$ cat src/shared/meb_pkg.sv
package meb_pkg;
    // Timing
    localparam int CLK_NS = 10;
    localparam int ADDR_NS = 20;
    localparam int DATA_NS = 60;
    localparam int ADDR_CYC = (ADDR_NS + CLK_NS - 1) / CLK_NS;
    localparam int DATA_CYC = (DATA_NS + CLK_NS - 1) / CLK_NS;
    localparam logic [2:0] ADDR_LAST = 3'(ADDR_CYC - 1);
    localparam logic [2:0] DATA_LAST = 3'(DATA_CYC - 1);

    // Port setting select: bit 2 picks direction, bits 1:0 the port
    localparam int SEL_DIR_BIT = 2;

    // Reset values
    localparam logic [7:0] DIR_RST = 8'h00;
    localparam logic [7:0] DATA_RST = 8'h00;

    // Port three strobe positions in expansion modes
    localparam int P3_RW = 0;
    localparam int P3_BHE = 1;
    localparam int P3_ALE = 2;
    localparam int P3_HOLD_ACKNOWLEDGE = 3;

    typedef enum logic [1:0] {
        MEB_IDLE = 2'b00,
        MEB_ADDR = 2'b01,
        MEB_DATA = 2'b10,
        MEB_DONE = 2'b11
    } meb_state_e;
endpackage : meb_pkg

$ cat src/rtl/meb_top.sv
`timescale 1ns/1ps

module meb_sync #(
    parameter int W = 1
) (
    input wire logic clk_in,
    input wire logic rst_n_in,
    input wire logic [W-1:0] d_in,
    output logic [W-1:0] q_out
);
    logic [W-1:0] s1;
    logic [W-1:0] s2;
    logic [W-1:0] s3;

    // Three stages; a bit changes once stages two and three agree
    always_ff @(posedge clk_in or negedge rst_n_in) begin
        if (!rst_n_in) begin
            s1 <= '0;
            s2 <= '0;
            s3 <= '0;
            q_out <= '0;
        end else begin
            s1 <= d_in;
            s2 <= s1;
            s3 <= s2;
            q_out <= (s2 & s3) | (q_out & (s2 | s3));
        end
    end
endmodule : meb_sync

module meb_top (
    // Clock and reset
    input wire logic clk_in,
    input wire logic rst_b_in,
    // Mode straps
    input wire logic processor_mode_pin_in,
    input wire logic bus_width_pin_in,
    // Core transfer request
    input wire logic xfer_req_in,
    input wire logic xfer_wr_in,
    input wire logic xfer_hi_in,
    input wire logic [23:0] xfer_addr_in,
    input wire logic [15:0] xfer_wdata_in,
    output logic xfer_busy_out,
    output logic xfer_done_out,
    output logic [15:0] xfer_rdata_out,
    // Core port settings
    input wire logic cfg_we_in,
    input wire logic [2:0] cfg_sel_in,
    input wire logic [7:0] cfg_data_in,
    input wire logic hold_acknowledge_in,
    output logic [27:0] pin_read_out,
    output logic expansion_out,
    // Bus enable
    output logic enable_n_out,
    // Ports
    input wire logic [7:0] port_zero_in,
    output logic [7:0] port_zero_out,
    output logic [7:0] port_zero_oe_out,
    input wire logic [7:0] port_one_in,
    output logic [7:0] port_one_out,
    output logic [7:0] port_one_oe_out,
    input wire logic [7:0] port_two_in,
    output logic [7:0] port_two_out,
    output logic [7:0] port_two_oe_out,
    input wire logic [3:0] port_three_in,
    output logic [3:0] port_three_out,
    output logic [3:0] port_three_oe_out
);
    logic [1:0] rst_pipe;
    logic rst_n;
    logic [1:0] straps;
    logic exp_mode;
    logic bus8;
    logic [27:0] pins_q;
    logic [7:0] port_data [4];
    logic [7:0] port_dir [4];
    meb_pkg::meb_state_e state;
    logic [2:0] cnt;
    logic [23:0] cur_addr;
    logic [15:0] cur_wdata;
    logic wr;
    logic hi;
    logic dph;
    logic act;

    // Reset release through two flops
    always_ff @(posedge clk_in or negedge rst_b_in) begin
        if (!rst_b_in) begin
            rst_pipe <= 2'h0;
        end else begin
            rst_pipe <= {rst_pipe[0], 1'b1};
        end
    end
    assign rst_n = rst_pipe[1];

    meb_sync #(.W(2)) u_strap_sync (
        .clk_in(clk_in),
        .rst_n_in(rst_n),
        .d_in({bus_width_pin_in, processor_mode_pin_in}),
        .q_out(straps)
    );
    assign exp_mode = straps[0];
    assign bus8 = straps[1];

    meb_sync #(.W(28)) u_pin_sync (
        .clk_in(clk_in),
        .rst_n_in(rst_n),
        .d_in({port_three_in, port_two_in, port_one_in, port_zero_in}),
        .q_out(pins_q)
    );

    // Port data and direction settings
    always_ff @(posedge clk_in or negedge rst_n) begin
        if (!rst_n) begin
            for (int i = 0; i < 4; i++) begin
                port_data[i] <= meb_pkg::DATA_RST;
                port_dir[i] <= meb_pkg::DIR_RST;
            end
        end else if (cfg_we_in) begin
            if (cfg_sel_in[meb_pkg::SEL_DIR_BIT]) begin
                port_dir[cfg_sel_in[1:0]] <= cfg_data_in;
            end else begin
                port_data[cfg_sel_in[1:0]] <= cfg_data_in;
            end
        end
    end

    // Bus cycle sequencer
    always_ff @(posedge clk_in or negedge rst_n) begin
        if (!rst_n) begin
            state <= meb_pkg::MEB_IDLE;
            cnt <= 3'h0;
            cur_addr <= 24'h000000;
            cur_wdata <= 16'h0000;
            wr <= 1'b0;
            hi <= 1'b0;
        end else begin
            case (state)
                meb_pkg::MEB_IDLE: begin
                    if (exp_mode && xfer_req_in) begin
                        state <= meb_pkg::MEB_ADDR;
                        cnt <= 3'h0;
                        cur_addr <= xfer_addr_in;
                        cur_wdata <= xfer_wdata_in;
                        wr <= xfer_wr_in;
                        hi <= xfer_hi_in;
                    end
                end
                meb_pkg::MEB_ADDR: begin
                    if (cnt == meb_pkg::ADDR_LAST) begin
                        state <= meb_pkg::MEB_DATA;
                        cnt <= 3'h0;
                    end else begin
                        cnt <= cnt + 3'h1;
                    end
                end
                meb_pkg::MEB_DATA: begin
                    if (cnt == meb_pkg::DATA_LAST) begin
                        state <= meb_pkg::MEB_DONE;
                        cnt <= 3'h0;
                    end else begin
                        cnt <= cnt + 3'h1;
                    end
                end
                meb_pkg::MEB_DONE: begin
                    state <= meb_pkg::MEB_IDLE;
                end
                default: begin
                    state <= meb_pkg::MEB_IDLE;
                end
            endcase
        end
    end

    assign dph = (state == meb_pkg::MEB_DATA);
    assign act = (state != meb_pkg::MEB_IDLE);

    // Core side answers
    always_ff @(posedge clk_in or negedge rst_n) begin
        if (!rst_n) begin
            xfer_busy_out <= 1'b0;
            xfer_done_out <= 1'b0;
            xfer_rdata_out <= 16'h0000;
            pin_read_out <= 28'h0000000;
            expansion_out <= 1'b0;
        end else begin
            xfer_busy_out <= (state != meb_pkg::MEB_DONE) && (act || (exp_mode && xfer_req_in));
            xfer_done_out <= dph && (cnt == meb_pkg::DATA_LAST);
            if (dph && (cnt == meb_pkg::DATA_LAST) && !wr) begin
                xfer_rdata_out <= {bus8 ? 8'h00 : pins_q[15:8], pins_q[23:16]};
            end
            pin_read_out <= pins_q;
            expansion_out <= exp_mode;
        end
    end

    // Pin drivers
    always_ff @(posedge clk_in or negedge rst_n) begin
        if (!rst_n) begin
            enable_n_out <= 1'b1;
            port_zero_out <= 8'h00;
            port_zero_oe_out <= 8'h00;
            port_one_out <= 8'h00;
            port_one_oe_out <= 8'h00;
            port_two_out <= 8'h00;
            port_two_oe_out <= 8'h00;
            port_three_out <= 4'h0;
            port_three_oe_out <= 4'h0;
        end else if (exp_mode) begin
            enable_n_out <= !dph;
            port_zero_out <= cur_addr[7:0];
            port_zero_oe_out <= 8'hff;
            if (!bus8 && dph) begin
                port_one_out <= cur_wdata[15:8];
                port_one_oe_out <= {8{wr}};
            end else begin
                port_one_out <= cur_addr[15:8];
                port_one_oe_out <= 8'hff;
            end
            if (dph) begin
                port_two_out <= cur_wdata[7:0];
                port_two_oe_out <= {8{wr}};
            end else begin
                port_two_out <= cur_addr[23:16];
                port_two_oe_out <= 8'hff;
            end
            port_three_out[meb_pkg::P3_RW] <= !(wr && act);
            port_three_out[meb_pkg::P3_BHE] <= !(!bus8 && hi && act);
            port_three_out[meb_pkg::P3_ALE] <= (state == meb_pkg::MEB_ADDR) && (cnt == 3'h0);
            port_three_out[meb_pkg::P3_HOLD_ACKNOWLEDGE] <= hold_acknowledge_in;
            port_three_oe_out <= 4'hf;
        end else begin
            enable_n_out <= 1'b1;
            port_zero_out <= port_data[0];
            port_zero_oe_out <= port_dir[0];
            port_one_out <= port_data[1];
            port_one_oe_out <= port_dir[1];
            port_two_out <= port_data[2];
            port_two_oe_out <= port_dir[2];
            port_three_out <= port_data[3][3:0];
            port_three_oe_out <= port_dir[3][3:0];
        end
    end
endmodule : meb_top

$ cat config.mk
export PLATFORM = sky130hd
export DESIGN_NAME = meb_top
export DESIGN_NICKNAME = d
export VERILOG_FILES = /design/src/shared/meb_pkg.sv /design/src/rtl/meb_top.sv
export SDC_FILE = /design/constraint.sdc
export NUM_CORES = 1
export LEC_CHECK = 0
export CAP_MARGIN = 20
export CORE_UTILIZATION = 45
export CTS_CLUSTER_SIZE = 12
export DETAILED_ROUTE_END_ITERATION = 7
export DONT_BUFFER_PORTS = 1
export HOLD_SLACK_MARGIN = 0.08
export MAX_ROUTING_LAYER = met4
export PLACE_DENSITY = 0.69
export SKIP_LAST_GASP = 1
export SLEW_MARGIN = 20
export SYNTH_ARGS = -nofsm -noshare
export SYNTH_HDL_FRONTEND = slang
export SYNTH_SLANG_ARGS = --single-unit
$ cat constraint.sdc
create_clock -name clk_in -period 26.2 [get_ports clk_in]
set_input_delay 3.93 -clock clk_in [delete_from_list [all_inputs] [get_ports clk_in]]
set_output_delay 3.93 -clock clk_in [all_outputs]
set_load 0.01 [all_outputs]
==> out/qor.log <==
[cts] clock edge transition at the registers on the reported setup and hold paths 50 ps
[placed_design] DPL Wire Length 13,700 um
[final_layout] most common cell after layout, fill and taps aside dfrtp_1
[detailed_routing] DRT Wirelength 20,800 um
[power_and_ir_drop] peak ir drop on the vdd network 0.0471 mV
[yosys] total of flip-flops plus latches after synthesis 329
[yosys] proportion of register bits with asynchronous set or reset after synthesis 100%
[flow_run] max-cap violation count 0
[detailed_routing] wire length per cell 20.6 um
[setup_path] signal arrival time at the worst endpoint 1050 ps
[power_and_ir_drop] PD cells 104 mW/mm2
[placed_design] Port Buffers 0
[setup_path] R2R Setup Slk 23,400 ps
[sta] Final setup violation count 0
[power_and_ir_drop] part of the power in combinational logic 12.7%
[floorplan] area enclosed by the die boundary 0.0251 mm2
[setup_path] Worst Path Required 22,270 ps
[yosys] Syn. warnings 0
[sta] Final Worst Setup Slack 21,220 ps
[cts] clock root cell clkbuf_16
[yosys] dominant register cell in the synthesized netlist dfrtp_1
[yosys] Avg Synthesized Cell Area 16.9 um2
[power_and_ir_drop] switching share of power 25.3%
[global_route] number of global-route vias before repair 5,713
[power_and_ir_drop] internal power summed over all cells 969 uW
[setup_path] critical path class flip-flop to primary output
[floorplan] core region area 0.0237 mm2
[detailed_routing] drc violations 0
[power_and_ir_drop] total design power 1.30 mW
[setup_path] maximum net fanout on the critical path 1
[detailed_routing] number of DRC markers in iteration 0 311
[detailed_routing] total vias in the final route 5,259
[global_route] global-route wire length before repair 32,100 um
[status] run status completed
[final_layout] final net count 764
[setup_path] launch point of the worst path enable_n_out
[global_route] antenna violations before repair 0
[yosys] count of flip-flops with a built-in enable after synthesis 0
[yosys] Yosys top cell by area dfrtp_1
[sta] setup skew after layout 13.1 ps
[detailed_routing] Vias per Instance 5.22
[cts] setup fix buffers added after clock tree synthesis 0
[cts] number of gates given a new drive strength after cts 0
[sta] final period utilization 19.0%
[detailed_routing] post-detailed-route count of antenna-violating nets 0
[setup_path] FF-to-FF Start state[0]
[cts] hold bufs inserted after CTS 0
[final_layout] growth of design area from synthesis to finish 12.9%
[final_layout] non-filler cells, final 1,007
[floorplan] die height 158 um
[placed_design] number of placed cells counting well taps 953
[global_route] combined global-route utilization of all metal layers 17.5%
[sta] measured slew at the worst slew-check pin 977 ps
[yosys] fraction of synthesized cell area taken by the top area cell type 74.7%
[cts] CTS H-tree lvls 2
[placed_design] worst-case setup slack after placement 20,690 ps
[cts] # clock sinks 329
[sta] Hold Worst Slack 214 ps
[global_route] leftover overflow at the end of global routing 0
[power_and_ir_drop] relative contribution of sequential cells to total power 52.6%
[global_route] maximum number of pins on one net before global-route repair 91
[cts] TritonCTS clock tree built
[setup_path] kind of end point of the critical path primary output
[sta] crit path time final 4980 ps
[sta] number of hold violations in the final report 0
[cts] insertion delay to the later sink of the worst-skew pair 500 ps
[floorplan] width of the die 158 um
[floorplan] starting utilization of the core area 46.4%
[power_and_ir_drop] clock group share of total power 34.7%
[yosys] Cell variety after synth 43
[power_and_ir_drop] Leak Pwr 5.49 nW
[floorplan] number of ports placed on the die boundary 192
[yosys] Area contributors post-synth dfrtp_1, mux2_2, maj3_1
[power_and_ir_drop] switching power 328 uW
[sta] total negative setup slack 0 ps
[final_layout] area occupied by multi-input gates 0.00262 mm2
[final_layout] sequential standard cell area 0.00824 mm2
[cts] worst-case clock buffer depth 3
[yosys] share of the yosys chip area belonging to registers 74.9%
[floorplan] number of cell rows 56
[setup_path] kind of start point of the critical path flip-flop
[yosys] Post-Synthesis Net Count 742
[sta] setup repair after global routing missed its margin false
[sta] Fmax achieved 0.201 GHz
[hold_path] Tightest Hold Check Type flip-flop to asynchronous set/reset pin
[detailed_routing] first-pass iteration count of the detailed router 4
[yosys] Netlist Area Pre-Place 0.0110 mm2
[yosys] number of instances in the synthesized netlist 650
[sta] final number of max-transition violations 0
[final_layout] share of layout cells above drive strength 1 29.0%
[sta] Max-slew headroom 34.9%
[placed_design] Placer Congestion 0.761
[cts] total clock buffers created by CTS 35
[final_layout] filler cell count in the final layout 1,941
[final_layout] highest-count cells in the layout ignoring fill and taps dfrtp_1, mux2_2, clkbuf_16, maj3_1, nor2_1
[kinds of logic after synthesis]
group / share of synthesized area (%)
AO/OA/AOI/OAI: 2.82
adder cells (fa/ha/maj): 3.19
buffers and inverters: 1.31
flip-flops: 74.9
multiplexers: 14.3
other: 0.0341
AND/OR/NAND/NOR: 3.46
[power by group through the flow]
stage          Sequential, mW  Clock [mW]  Combinational, mW
2_1_floorplan           0.673           0              0.132
3_3_place_gp            0.685           0              0.154
3_5_place_dp            0.691           0              0.165
4_1_cts                 0.683       0.462              0.167
5_1_grt                 0.694       0.483              0.182
6_report                0.682       0.450              0.165
[through the flow]
stage | utilization, % | instance area [um2]
2_1_floorplan | - | 11000
3_3_place_gp | 47.9 | 11300
3_5_place_dp | 47.9 | 11300
4_1_cts | 52.3 | 12400
5_1_grt | 52.4 | 12400
6_report | 52.4 | 12400
[routing by layer]
| metal | track usage [%] | wire length, um |
|---|---|---|
| met5 | - | 0 |
| met3 | 5.28 | 1420 |
| met1 | 21.5 | 8540 |
| met4 | 6.32 | 486 |
| met2 | 27.5 | 10300 |
[cell usage after synthesis, types with 3 or more instances]
cell type and n:
dfrtp_1 328, mux2_2 124, maj3_1 30, nor2_1 18
a21oi_1 17, mux2i_1 16, inv_1 12, or2_2 12
buf_2 10, o21ai_0 10, nor2b_1 9, o21a_1 9
clkbuf_1 8, ha_1 4, nand2_1 4, nand2b_1 3
nand4b_1 3
[final timing paths]
check,endpoint,depth (start not counted)
max in group asynchronous,rst_pipe[1],0
min reg2reg,xfer_rdata_out[0],0
max,enable_n_out,0
min,xfer_rdata_out[0],0
max reg2reg,xfer_rdata_out[4],5
min in group clk_in,u_pin_sync.s2[4],0
[state kept, by name, summed over array words and instances, names as in the netlist, 8 cells and up]
register and cells:
pin_read_out 28, port_data 28, port_dir 28, u_pin_sync.q_out 28, u_pin_sync.s1 28, u_pin_sync.s2 28, u_pin_sync.s3 28, cur_addr 24
cur_wdata 16, xfer_rdata_out 16, port_one_oe_out 8, port_one_out 8, port_two_oe_out 8, port_two_out 8, port_zero_oe_out 8, port_zero_out 8
[cell type report]
cell class	count	share of cell area (%)
sequential	329	66.4
multi-input combinational	288	21.1
clock buffer	46	7.89
tap	319	3.22
timing repair buffer	6	0.524
clock inverter	6	0.464
inverter	12	0.363
antenna	1	0.0202
Power figures use the tool's default switching activity.
